<file path="src/core/ssv_pkg.sv">
// Package of timing constants and states for the supply reset supervisor
package ssv_pkg;
   localparam int unsigned CLK_HZ = 40000000;
   localparam int unsigned RESET_TIMEOUT_MS = 200;
   localparam int unsigned WATCHDOG_TIMEOUT_MS = 1600;
   localparam int unsigned WRITE_WINDOW_US = 18;
   localparam int unsigned RESET_CYCLES = (CLK_HZ / 1000) * RESET_TIMEOUT_MS;
   localparam int unsigned WATCHDOG_CYCLES = (CLK_HZ / 1000) * WATCHDOG_TIMEOUT_MS;
   localparam int unsigned WRITE_CYCLES = (CLK_HZ / 1000000) * WRITE_WINDOW_US;
   localparam int unsigned CNT_W = 32;
   localparam logic [1:0] KICK_LOW = 2'h0;
   localparam logic [1:0] KICK_HIGH = 2'h1;
   localparam logic [1:0] KICK_FLOAT = 2'h2;
   typedef enum logic [1:0] {
      SSV_RUN,
      SSV_HOLD
   } ssv_rst_e;
   typedef enum logic [1:0] {
      SSV_PASS,
      SSV_WRITE,
      SSV_BLOCK
   } ssv_gate_e;
endpackage

</file>
<file path="src/core/ssv_supervisor.sv">
// Top of the supply reset supervisor: reset, watchdog, warning, backup select, chip-select gate
`timescale 1ns/1ps
// Overview of operation
// - Low supply drives reset low on the next clock edge
// - Hold reset 200ms after supply recovers
// - Supply dip restarts reset timeout from zero
// - Every reset lasts at least 200ms
// - Stuck activity input beyond 1.6s resets
// - Floating activity input disables the watchdog
// - Active-high reset is complement of low
// - Warning output low at early-warning level
// - Backup selected when below threshold and backup
// - Gate disabled holds chip-select output high
// - Reset disables gate; otherwise pass through
// - Watchdog cleared by reset or input toggle
// - Write window 18us, closes early on high
module ssv_supervisor #(
   parameter int unsigned RESET_CYCLES_P = ssv_pkg::RESET_CYCLES,
   parameter int unsigned WATCHDOG_CYCLES_P = ssv_pkg::WATCHDOG_CYCLES,
   parameter int unsigned WRITE_CYCLES_P = ssv_pkg::WRITE_CYCLES
) (
   input wire logic CLOCK,
   input wire logic RST_N,
   input wire logic BELOW_RESET_THRESHOLD,
   input wire logic BELOW_WARNING_LEVEL,
   input wire logic BELOW_BACKUP_SUPPLY,
   input wire logic [1:0] ACTIVITY_KICK_IN,
   input wire logic CHIP_SELECT_IN_N,
   output logic RESET_OUT_N,
   output logic RESET_OUT,
   output logic SUPPLY_WARNING_N,
   output logic BACKUP_SUPPLY_SELECT,
   output logic CHIP_SELECT_OUT_N
);
   import ssv_pkg::*;

   ssv_rst_e rst_state;
   ssv_rst_e next_rst_state;
   ssv_gate_e gate_state;
   ssv_gate_e next_gate_state;
   logic [1:0] kick_sync;
   logic [1:0] kick_prev;
   logic [1:0] next_kick_prev;
   logic kick_toggle;
   logic wd_enabled;
   logic wd_done;
   logic rst_done;
   logic wr_done;
   logic rst_active;
   logic rst_clear;
   logic next_reset_n;
   logic next_warning_n;
   logic next_backup;
   logic next_cs_n;
   logic supply_low;
   logic rst_run;
   logic wd_clear;
   logic wr_clear;
   logic next_reset_out;
   logic [CNT_W-1:0] rst_limit;
   logic [CNT_W-1:0] wd_limit;
   logic [CNT_W-1:0] wr_limit;
   ssv_gate_e gate_entry;

   // Synchronise the tri-level activity code before edge detection
   ssv_sync #(.W($bits(ACTIVITY_KICK_IN))) u_kick_sync (
      .CLOCK(CLOCK),
      .RST_N(RST_N),
      .d(ACTIVITY_KICK_IN),
      .q(kick_sync)
   );

   // Mid-level code means nobody drives the input
   function automatic logic is_valid_level(input logic [1:0] code);
      is_valid_level = (code == KICK_LOW) || (code == KICK_HIGH);
   endfunction

   function automatic logic is_toggle(input logic [1:0] now_code, input logic [1:0] old_code);
      is_toggle = is_valid_level(now_code) && is_valid_level(old_code) && (now_code != old_code);
   endfunction

   // Write window only for a supply fall during an access
   function automatic ssv_gate_e gate_on_reset(input logic low, input logic cs_n);
      if (low && !cs_n) begin
         gate_on_reset = SSV_WRITE;
      end else begin
         gate_on_reset = SSV_BLOCK;
      end
   endfunction

   function automatic logic gate_value(input ssv_gate_e state, input logic cs_n);
      if (state == SSV_BLOCK) begin
         gate_value = 1'b1;
      end else begin
         gate_value = cs_n;
      end
   endfunction

   assign supply_low = BELOW_RESET_THRESHOLD;
   assign wd_enabled = is_valid_level(kick_sync);
   assign kick_toggle = is_toggle(kick_sync, kick_prev);
   assign rst_active = (rst_state == SSV_HOLD) || supply_low;
   // Timeout restarts while supply is low or on entry to reset
   assign rst_clear = supply_low || (rst_state == SSV_RUN);
   assign rst_run = (rst_state == SSV_HOLD);
   assign wd_clear = rst_active || kick_toggle || !wd_enabled;
   assign wr_clear = (gate_state != SSV_WRITE);
   assign gate_entry = gate_on_reset(supply_low, CHIP_SELECT_IN_N);
   assign rst_limit = CNT_W'(RESET_CYCLES_P);
   assign wd_limit = CNT_W'(WATCHDOG_CYCLES_P);
   assign wr_limit = CNT_W'(WRITE_CYCLES_P);

   ssv_timer #(.W(CNT_W)) u_rst_timer (
      .CLOCK(CLOCK),
      .RST_N(RST_N),
      .clear(rst_clear),
      .run(rst_run),
      .limit(rst_limit),
      .done(rst_done)
   );

   ssv_timer #(.W(CNT_W)) u_wd_timer (
      .CLOCK(CLOCK),
      .RST_N(RST_N),
      .clear(wd_clear),
      .run(1'b1),
      .limit(wd_limit),
      .done(wd_done)
   );

   ssv_timer #(.W(CNT_W)) u_wr_timer (
      .CLOCK(CLOCK),
      .RST_N(RST_N),
      .clear(wr_clear),
      .run(1'b1),
      .limit(wr_limit),
      .done(wr_done)
   );

   // Reset sequencing
   always_comb begin
      next_rst_state = rst_state;
      case (rst_state)
         SSV_RUN: begin
            if (BELOW_RESET_THRESHOLD || wd_done) begin
               next_rst_state = SSV_HOLD;
            end
         end
         SSV_HOLD: begin
            if (rst_done && !BELOW_RESET_THRESHOLD) begin
               next_rst_state = SSV_RUN;
            end
         end
         default: next_rst_state = SSV_HOLD;
      endcase
   end

   always_ff @(posedge CLOCK or negedge RST_N) begin
      if (!RST_N) begin
         rst_state <= SSV_HOLD;
      end else begin
         rst_state <= next_rst_state;
      end
   end

   // Previous activity level for edge detection
   always_comb begin
      next_kick_prev = kick_sync;
   end

   always_ff @(posedge CLOCK or negedge RST_N) begin
      if (!RST_N) begin
         kick_prev <= KICK_FLOAT;
      end else begin
         kick_prev <= next_kick_prev;
      end
   end

   // Output reset stays low whenever held or supply is low
   always_comb begin
      next_reset_n = !((next_rst_state == SSV_HOLD) || supply_low);
      next_reset_out = !next_reset_n;
   end

   always_ff @(posedge CLOCK or negedge RST_N) begin
      if (!RST_N) begin
         RESET_OUT_N <= 1'b0;
         RESET_OUT <= 1'b1;
      end else begin
         RESET_OUT_N <= next_reset_n;
         RESET_OUT <= next_reset_out;
      end
   end

   // Chip-select gate control
   always_comb begin
      next_gate_state = gate_state;
      case (gate_state)
         SSV_PASS: begin
            if (!next_reset_n) begin
               next_gate_state = gate_entry;
            end
         end
         SSV_WRITE: begin
            if (CHIP_SELECT_IN_N || wr_done) begin
               next_gate_state = SSV_BLOCK;
            end
         end
         SSV_BLOCK: begin
            if (next_reset_n) begin
               next_gate_state = SSV_PASS;
            end
         end
         default: next_gate_state = SSV_BLOCK;
      endcase
   end

   always_ff @(posedge CLOCK or negedge RST_N) begin
      if (!RST_N) begin
         gate_state <= SSV_BLOCK;
      end else begin
         gate_state <= next_gate_state;
      end
   end

   // Early supply warning
   always_comb begin
      next_warning_n = !BELOW_WARNING_LEVEL;
   end

   always_ff @(posedge CLOCK or negedge RST_N) begin
      if (!RST_N) begin
         SUPPLY_WARNING_N <= 1'b0;
      end else begin
         SUPPLY_WARNING_N <= next_warning_n;
      end
   end

   // Backup supply select
   always_comb begin
      next_backup = supply_low && BELOW_BACKUP_SUPPLY;
   end

   always_ff @(posedge CLOCK or negedge RST_N) begin
      if (!RST_N) begin
         BACKUP_SUPPLY_SELECT <= 1'b0;
      end else begin
         BACKUP_SUPPLY_SELECT <= next_backup;
      end
   end

   // Gated chip-select output
   always_comb begin
      next_cs_n = gate_value(next_gate_state, CHIP_SELECT_IN_N);
   end

   always_ff @(posedge CLOCK or negedge RST_N) begin
      if (!RST_N) begin
         CHIP_SELECT_OUT_N <= 1'b1;
      end else begin
         CHIP_SELECT_OUT_N <= next_cs_n;
      end
   end
endmodule // ssv_supervisor

</file>
<file path="src/core/ssv_sync.sv">
// Two-stage synchroniser for the activity input level
`timescale 1ns/1ps
module ssv_sync #(
   parameter int unsigned W = 2
) (
   input wire logic CLOCK,
   input wire logic RST_N,
   input wire logic [W-1:0] d,
   output logic [W-1:0] q
);
   logic [W-1:0] meta;
   logic [W-1:0] next_meta;
   logic [W-1:0] next_q;
   always_comb begin
      next_meta = d;
      next_q = meta;
   end
   always_ff @(posedge CLOCK or negedge RST_N) begin
      if (!RST_N) begin
         meta <= '0;
         q <= '0;
      end else begin
         meta <= next_meta;
         q <= next_q;
      end
   end
endmodule // ssv_sync

</file>
<file path="src/core/ssv_timer.sv">
// Clearable cycle counter with terminal flag
`timescale 1ns/1ps
module ssv_timer #(
   parameter int unsigned W = 32
) (
   input wire logic CLOCK,
   input wire logic RST_N,
   input wire logic clear,
   input wire logic run,
   input wire logic [W-1:0] limit,
   output logic done
);
   logic [W-1:0] count;
   logic [W-1:0] next_count;
   logic next_done;
   always_comb begin
      next_count = count;
      next_done = 1'b0;
      if (clear) begin
         next_count = '0;
      end else if (run) begin
         if (count >= limit - 1'b1) begin
            next_done = 1'b1;
            next_count = '0;
         end else begin
            next_count = count + 1'b1;
         end
      end
   end
   always_ff @(posedge CLOCK or negedge RST_N) begin
      if (!RST_N) begin
         count <= '0;
         done <= 1'b0;
      end else begin
         count <= next_count;
         done <= next_done;
      end
   end
endmodule // ssv_timer
</file>
<file path="config.mk">
export PLATFORM = sky130hd
export DESIGN_NAME = ssv_supervisor
export DESIGN_NICKNAME = d
export VERILOG_FILES = /design/src/core/ssv_pkg.sv /design/src/core/ssv_supervisor.sv /design/src/core/ssv_sync.sv /design/src/core/ssv_timer.sv
export SDC_FILE = /design/constraint.sdc
export NUM_CORES = 1
export LEC_CHECK = 0
export BUFFER_PORTS_ARGS = -buffer_cell sky130_fd_sc_hd__buf_2
export CAP_MARGIN = 20
export CORE_MARGIN = 5
export CORE_UTILIZATION = 59
export CTS_CLUSTER_SIZE = 40
export DETAILED_ROUTE_END_ITERATION = 7
export PLACE_DENSITY_LB_ADDON = 0.05
export SLEW_MARGIN = 20
export SYNTH_ARGS = -nofsm -noshare
export SYNTH_HDL_FRONTEND = slang
export SYNTH_HIERARCHICAL = 1
export SYNTH_SLANG_ARGS = --single-unit
</file>
<file path="constraint.sdc">
create_clock -name CLOCK -period 2.7 [get_ports CLOCK]
set_input_delay 0.27 -clock CLOCK [delete_from_list [all_inputs] [get_ports CLOCK]]
set_output_delay 0.27 -clock CLOCK [all_outputs]
set_load 0.1 [all_outputs]
</file>
; ---- Word level (Yosys, flattened, before mapping)
; Index checks and enable logic that the tools add are counted.
[classes]
shift = 0
n_addsub = 3
bitwise = 0
mul = 0
n_eq_ne = 9
order_cmp = 3
div_mod_pow = 0
n_reduce_logical = 24
n_mux = 23
[ops]
columns = op, n
row1 = two-way mux 32 bit, 7
row2 = adder 32 x 1 -> 32 bit (second input constant), 3
row3 = greater-or-equal comparator 32 x 10 -> 1 bit (second input constant), 1
row4 = greater-or-equal comparator 32 x 23 -> 1 bit (second input constant), 1
row5 = greater-or-equal comparator 32 x 26 -> 1 bit (second input constant), 1
row6 = two-way mux 2 bit, 6
row7 = == test 2 x 1 -> 1 bit (second input constant), 5
row8 = logical OR 1 bit, 9
row9 = zero test 2 bit, 4
row10 = two-way mux 1 bit, 8
row11 = one-hot mux 2 bit (3 select lines), 1
row12 = logical AND 1 bit, 5
row13 = zero test 1 bit, 5
row14 = == test 2 bit (second input constant), 2
row15 = one-hot mux 2 bit (2 select lines), 1
row16 = != test 2 x 1 -> 1 bit (second input constant), 1
row17 = != test 2 bit, 1
row18 = nonzero test 2 bit, 1
[word_totals]
input_bits = 8
mem_count = 0
wordCells = 78
romBits = 0
latchBits = 0
output_inout_bits = 5
register_bits = 114
mem_bits_rw = 0

; ---- Logic depth before layout (Yosys ltp)
[logic_depth]
ltp_word = 10
depth_mapped = 19
depth_no_buf = 17

; ---- Hierarchy
; The synthesis kept the hierarchy.
[by_module_without_submodules]
columns = module, seq_area_each_um2, cells_each, n_inst, area_per_inst_um2
row1 = ssv_timer at u_rst_timer, 825.8, 422, 1, 3334.4
row2 = ssv_timer at u_wr_timer, 825.8, 415, 1, 3315.7
row3 = ssv_timer at u_wd_timer, 825.8, 389, 1, 3123.0
row4 = ssv_supervisor, 281.5, 32, 1, 406.6
row5 = ssv_sync, 100.1, 4, 1, 100.1

; ---- Least setup slack after synthesis
; Ideal clock, no wire load.
[synth_path]
path_type = reg2reg
from = reg u_wr_timer.count[0]
to = reg u_wr_timer.count[29]
t_arrival_ns = 2.558
path_stages_with_launch = 11
setup_ns = 0.078
period_less_slack_ns = 2.636
required_time_ns = 2.622
path_slack_ns = 0.064
n_path_buf = 1
cell_sequence = dfrtp_1 > inv_1 > ha_1 > nand2b_1 > a2111oi_0 > o21ai_0 > a211oi_1 > o211ai_1 > clkbuf_1 > or4_1 > a21oi_1
[synth_via]
elab_chain_cells = 3
elab_cells_between_ends = 4
classes_between = add/sub (1) / order compare (1) / mux (2)
[synth_rtl]
columns = element, line_no
row1 = "start, declared", ssv_timer.sv:13  ; logic [W-1:0] count;
row2 = "start signal, assigned", ssv_timer.sv:35  ; count <= next_count;
row3 = adder 32 x 1 -> 32 bit / greater-or-equal comparator 32 x 10 -> 1 bit (equally long branches), "ssv_timer.sv:26, ssv_timer.sv:22"
row4 = two-way mux 32 bit *, ssv_timer.sv:22  ; if (count >= limit - 1'b1) begin
row5 = two-way mux 32 bit *, ssv_timer.sv:19  ; if (clear) begin
; Every way passes the cells marked *; elsewhere a longest branch is shown, timed or not.
; A chain may end at the register's enable or synchronous reset.

; ---- Final worst setup path
[layout_path]
from = reg u_wr_timer.count[13]
to = reg u_wr_timer.count[14]
; Same word-level chain as after synthesis.

==> results.yml <==
power:
  power_density_mw_per_mm2: 355
  p_switching_w: 0.00113
  pwr-share-clk_pct: 52.2
  power_frac_seq_pct: 37.9
  ir_worst_vdd_v: 0.000454
  combPwrFrac_pct: 9.9
  p_leak_nw: 5.83
  p_sw_share_pct: 24.7
  intPower_w: 0.00343
sta:
  max_slew.worst_pin.slew_ps: 1840
  fmax_mhz: 386
  finalCriticalPeriod_ps: 2590
  slew_headroom_pct: -23.4
  finalCritPeriodShare_pct: 96.0
  fin_ws_ps: 107
  slew_violations: 29
  finalHoldViolations: 0
  setup_tns_ps: 0
  holdWs_ps: 93.2
  rsz0062_at_grt: "true"
  fin_skew_ps: 8.37
  finalSetupViolCount: 0
synthesis:
  syn-cell-area_mm2: 0.0103
  synth_cells: 1262
  yosysWarnings: 6
  synth_edf_count: 0
  ys_top_cells_by_area: "dfrtp_1 27%, ha_1 12%, xnor2_1 5.1%"
  ys_seq_area_share_pct: 27.8
  synth_top_cell_area_share_pct: 26.5
  netlist-cell-type-count: 74
  ys_ff_latch: 114
  yosys.area.top_type: "dfrtp_1"
  ys.flop_type: "dfrtp_1"
  async_flop_share_pct: 100
  syn_area_per_cell_um2: 8.15
clocking:
  cts_buffers: 17
  clock-sinks: 114
  cts_tree: "done"
  clk_pin_slew_ps: 60
  clockBufferDepth: 2
  insertion_delay_ps: 420
  cts_max_level: 4
  clock-root-buffer: "clkbuf_16"
setup_path:
  reg2reg_slack_ps: 110
  reg2reg_to: "u_wr_timer/count[14]"
  worstPathRequired_ps: 2990
  crit_arrival_ps: 2880
  reg2regPathDepth: 10
  start_kind: "flip-flop"
  rr_startpoint: "u_wr_timer/count[13]"
  crit_fanout: 25
  crit_path_start: "u_wr_timer/count[13]"
  end_kind: "flip-flop"
  crit_type: "flip-flop to flip-flop"
  crit_end: "u_wr_timer/count[14]"
place:
  dp_hpwl_um: 19000
  place_ws_ps: -174
  io_buffers: 12
  placed_cells: 1815
  place.gp.congestion: 0.897
die:
  rows: 48
  io_pins: 13
  dieArea_mm2: 0.0202
  start_util_pct: 59.8
  die_x_um: 142
  die_h_um: 142
  coreArea_mm2: 0.0172
global_routing:
  grt_usage_pct: 26.6
  first_global_vias: 9569
  grt_max_degree: 52
  grt_pass1_wl_um: 44500
  antenna_found_initial: 0
  gr-total-overflow: 0
worst_hold_path:
  min_path_type: "primary input to flip-flop"
cells_and_area:
  final_common_cell: "conb_1"
  drive_gt1_share_pct: 9.58
  instances_no_fill: 1853
  num-nets-final: 1725
  area_growth_pct: 24.9
  diodes: 0
  final_cell_mix: "310 x conb_1, 137 x nand2_1, 109 x dfrtp_1"
routing:
  first_pass_iters: 6
  drt_iter0_drc: 839
  post_drt_wl_per_cell_um: 13.8
  routed_via_density: 5.45
  dr_total_vias: 10092
  postRouteWirelength_um: 25700
  drcViolationCount: 0
  ant_nets: 0
job:
  maxCapViolations: 0
status:
  status: "complete, but fails checks"
  violations: "slew limit"
-- power groups by stage --
stage	Sequential (W)	Combinational, W	Clock (W)
after detailed placement	0.00176	0.000403	0
after floorplan	0.00177	0.000296	0
after global routing	0.00173	0.000528	0.00249
final	0.00173	0.000452	0.00238
after CTS	0.00173	0.000412	0.00241
after global placement	0.00176	0.000394	0
-- area by class of cell --
cell class                      instances  area [µm²]
Inverter                               33         124
Sequential cell                       114        2860
Multi-Input combinational cell       1378        8390
Timing Repair Buffer                   71         578
Clock buffer                           20         447
Fill cell                            1357        4340
Clock inverter                         12         163
Tap cell                              225         282
-- logic make-up after synthesis --
group           synth area share (%)
compound gates                  14.3
xor+xnor                        7.67
fa+ha+maj                       12.4
buf+inv                         2.98
flops                           27.8
mux                             1.83
other cells                   0.0731
simple gates                    32.9
-- what timing repair did --
| action | in CTS | in global routing |
|---|---|---|
| hold buffers | 4 | 0 |
| pin swaps | 2 | 9 |
| gates resized for setup | 7 | 11 |
| setup endpoints to repair | 47 | 49 |
| gates cloned | 1 | 0 |
| buffers inserted | 0 | 1 |
| hold endpoints to repair | 47 | 0 |
-- metal layers --
metal	track usage, %	wire, µm	vias up
met5	0	0	-
met4	10.3	661	0
met3	3.29	1080	56
met2	44.7	12600	268
met1	35.2	11400	4674
li1	-	-	5094
-- worst max-delay path: stages, from the launching register on --
cell	delay [ps]
dfrtp_1	430
ha_1	330
nand4_1	150
nor4_2	380
a211oi_2	120
buf_4	170
o21a_1	200
buf_4	200
buf_12	170
a21boi_1	190
o32ai_2	120
-- sequential cells by signal, summed over array words and instances, names as in the netlist, 2 cells and up --
| register | count |
|---|---|
| u_rst_timer/count | 32 |
| u_wd_timer/count | 32 |
| u_wr_timer/count | 32 |
| gate_state | 2 |
| kick_prev | 2 |
| rst_state | 2 |
| u_kick_sync/meta | 2 |
| u_kick_sync/q | 2 |
-- through the flow --
step | util (%) | total power [W] | instance area, µm²
after floorplan | - | 0.00206 | 11400
final | 74.8 | 0.00456 | 12800
after global routing | 74.8 | 0.00475 | 12800
after CTS | 74.4 | 0.00455 | 12800
after detailed placement | 70.4 | 0.00216 | 12100
after global placement | 70.4 | 0.00215 | 12100
-- synthesized netlist by cell type, types with 5 or more instances --
library cell  count
o21ai_0          41
nand3b_1          8
o21a_1           10
a211oi_1         12
dfrtp_1         109
nor3_1           44
nor4_1           18
nand4_1          65
or4_1            13
and2_1           12
and3_1           22
a21oi_1          76
nand2_1         137
dfstp_2           5
and4_1            9
inv_1            32
ha_1            102
mux2_2            6
nand3_1          81
xor2_1           30
xnor2_1          60
nor4b_1           7
nand2b_1         19
clkbuf_1         41
nor4_4            5
o211ai_1         15
or3_1            25
a31oi_1          35
a21o_1            7
mux2i_1          12
nor2_1          105
nor2b_1          20
-- worst min path at each step --
stage / from / end / slack [ps] / cells after the start
after floorplan: RST_N / BACKUP_SUPPLY_SELECT / -30 / 0
after global placement: u_kick_sync/meta[0] / u_kick_sync/q[0] / 330 / 0
after detailed placement: u_kick_sync/meta[0] / u_kick_sync/q[0] / 350 / 0
after CTS: BELOW_BACKUP_SUPPLY / BACKUP_SUPPLY_SELECT / 80 / 2
after global routing: BELOW_BACKUP_SUPPLY / BACKUP_SUPPLY_SELECT / 90 / 2
final: BELOW_BACKUP_SUPPLY / BACKUP_SUPPLY_SELECT / 90 / 2
Power figures use the tool's default switching activity.
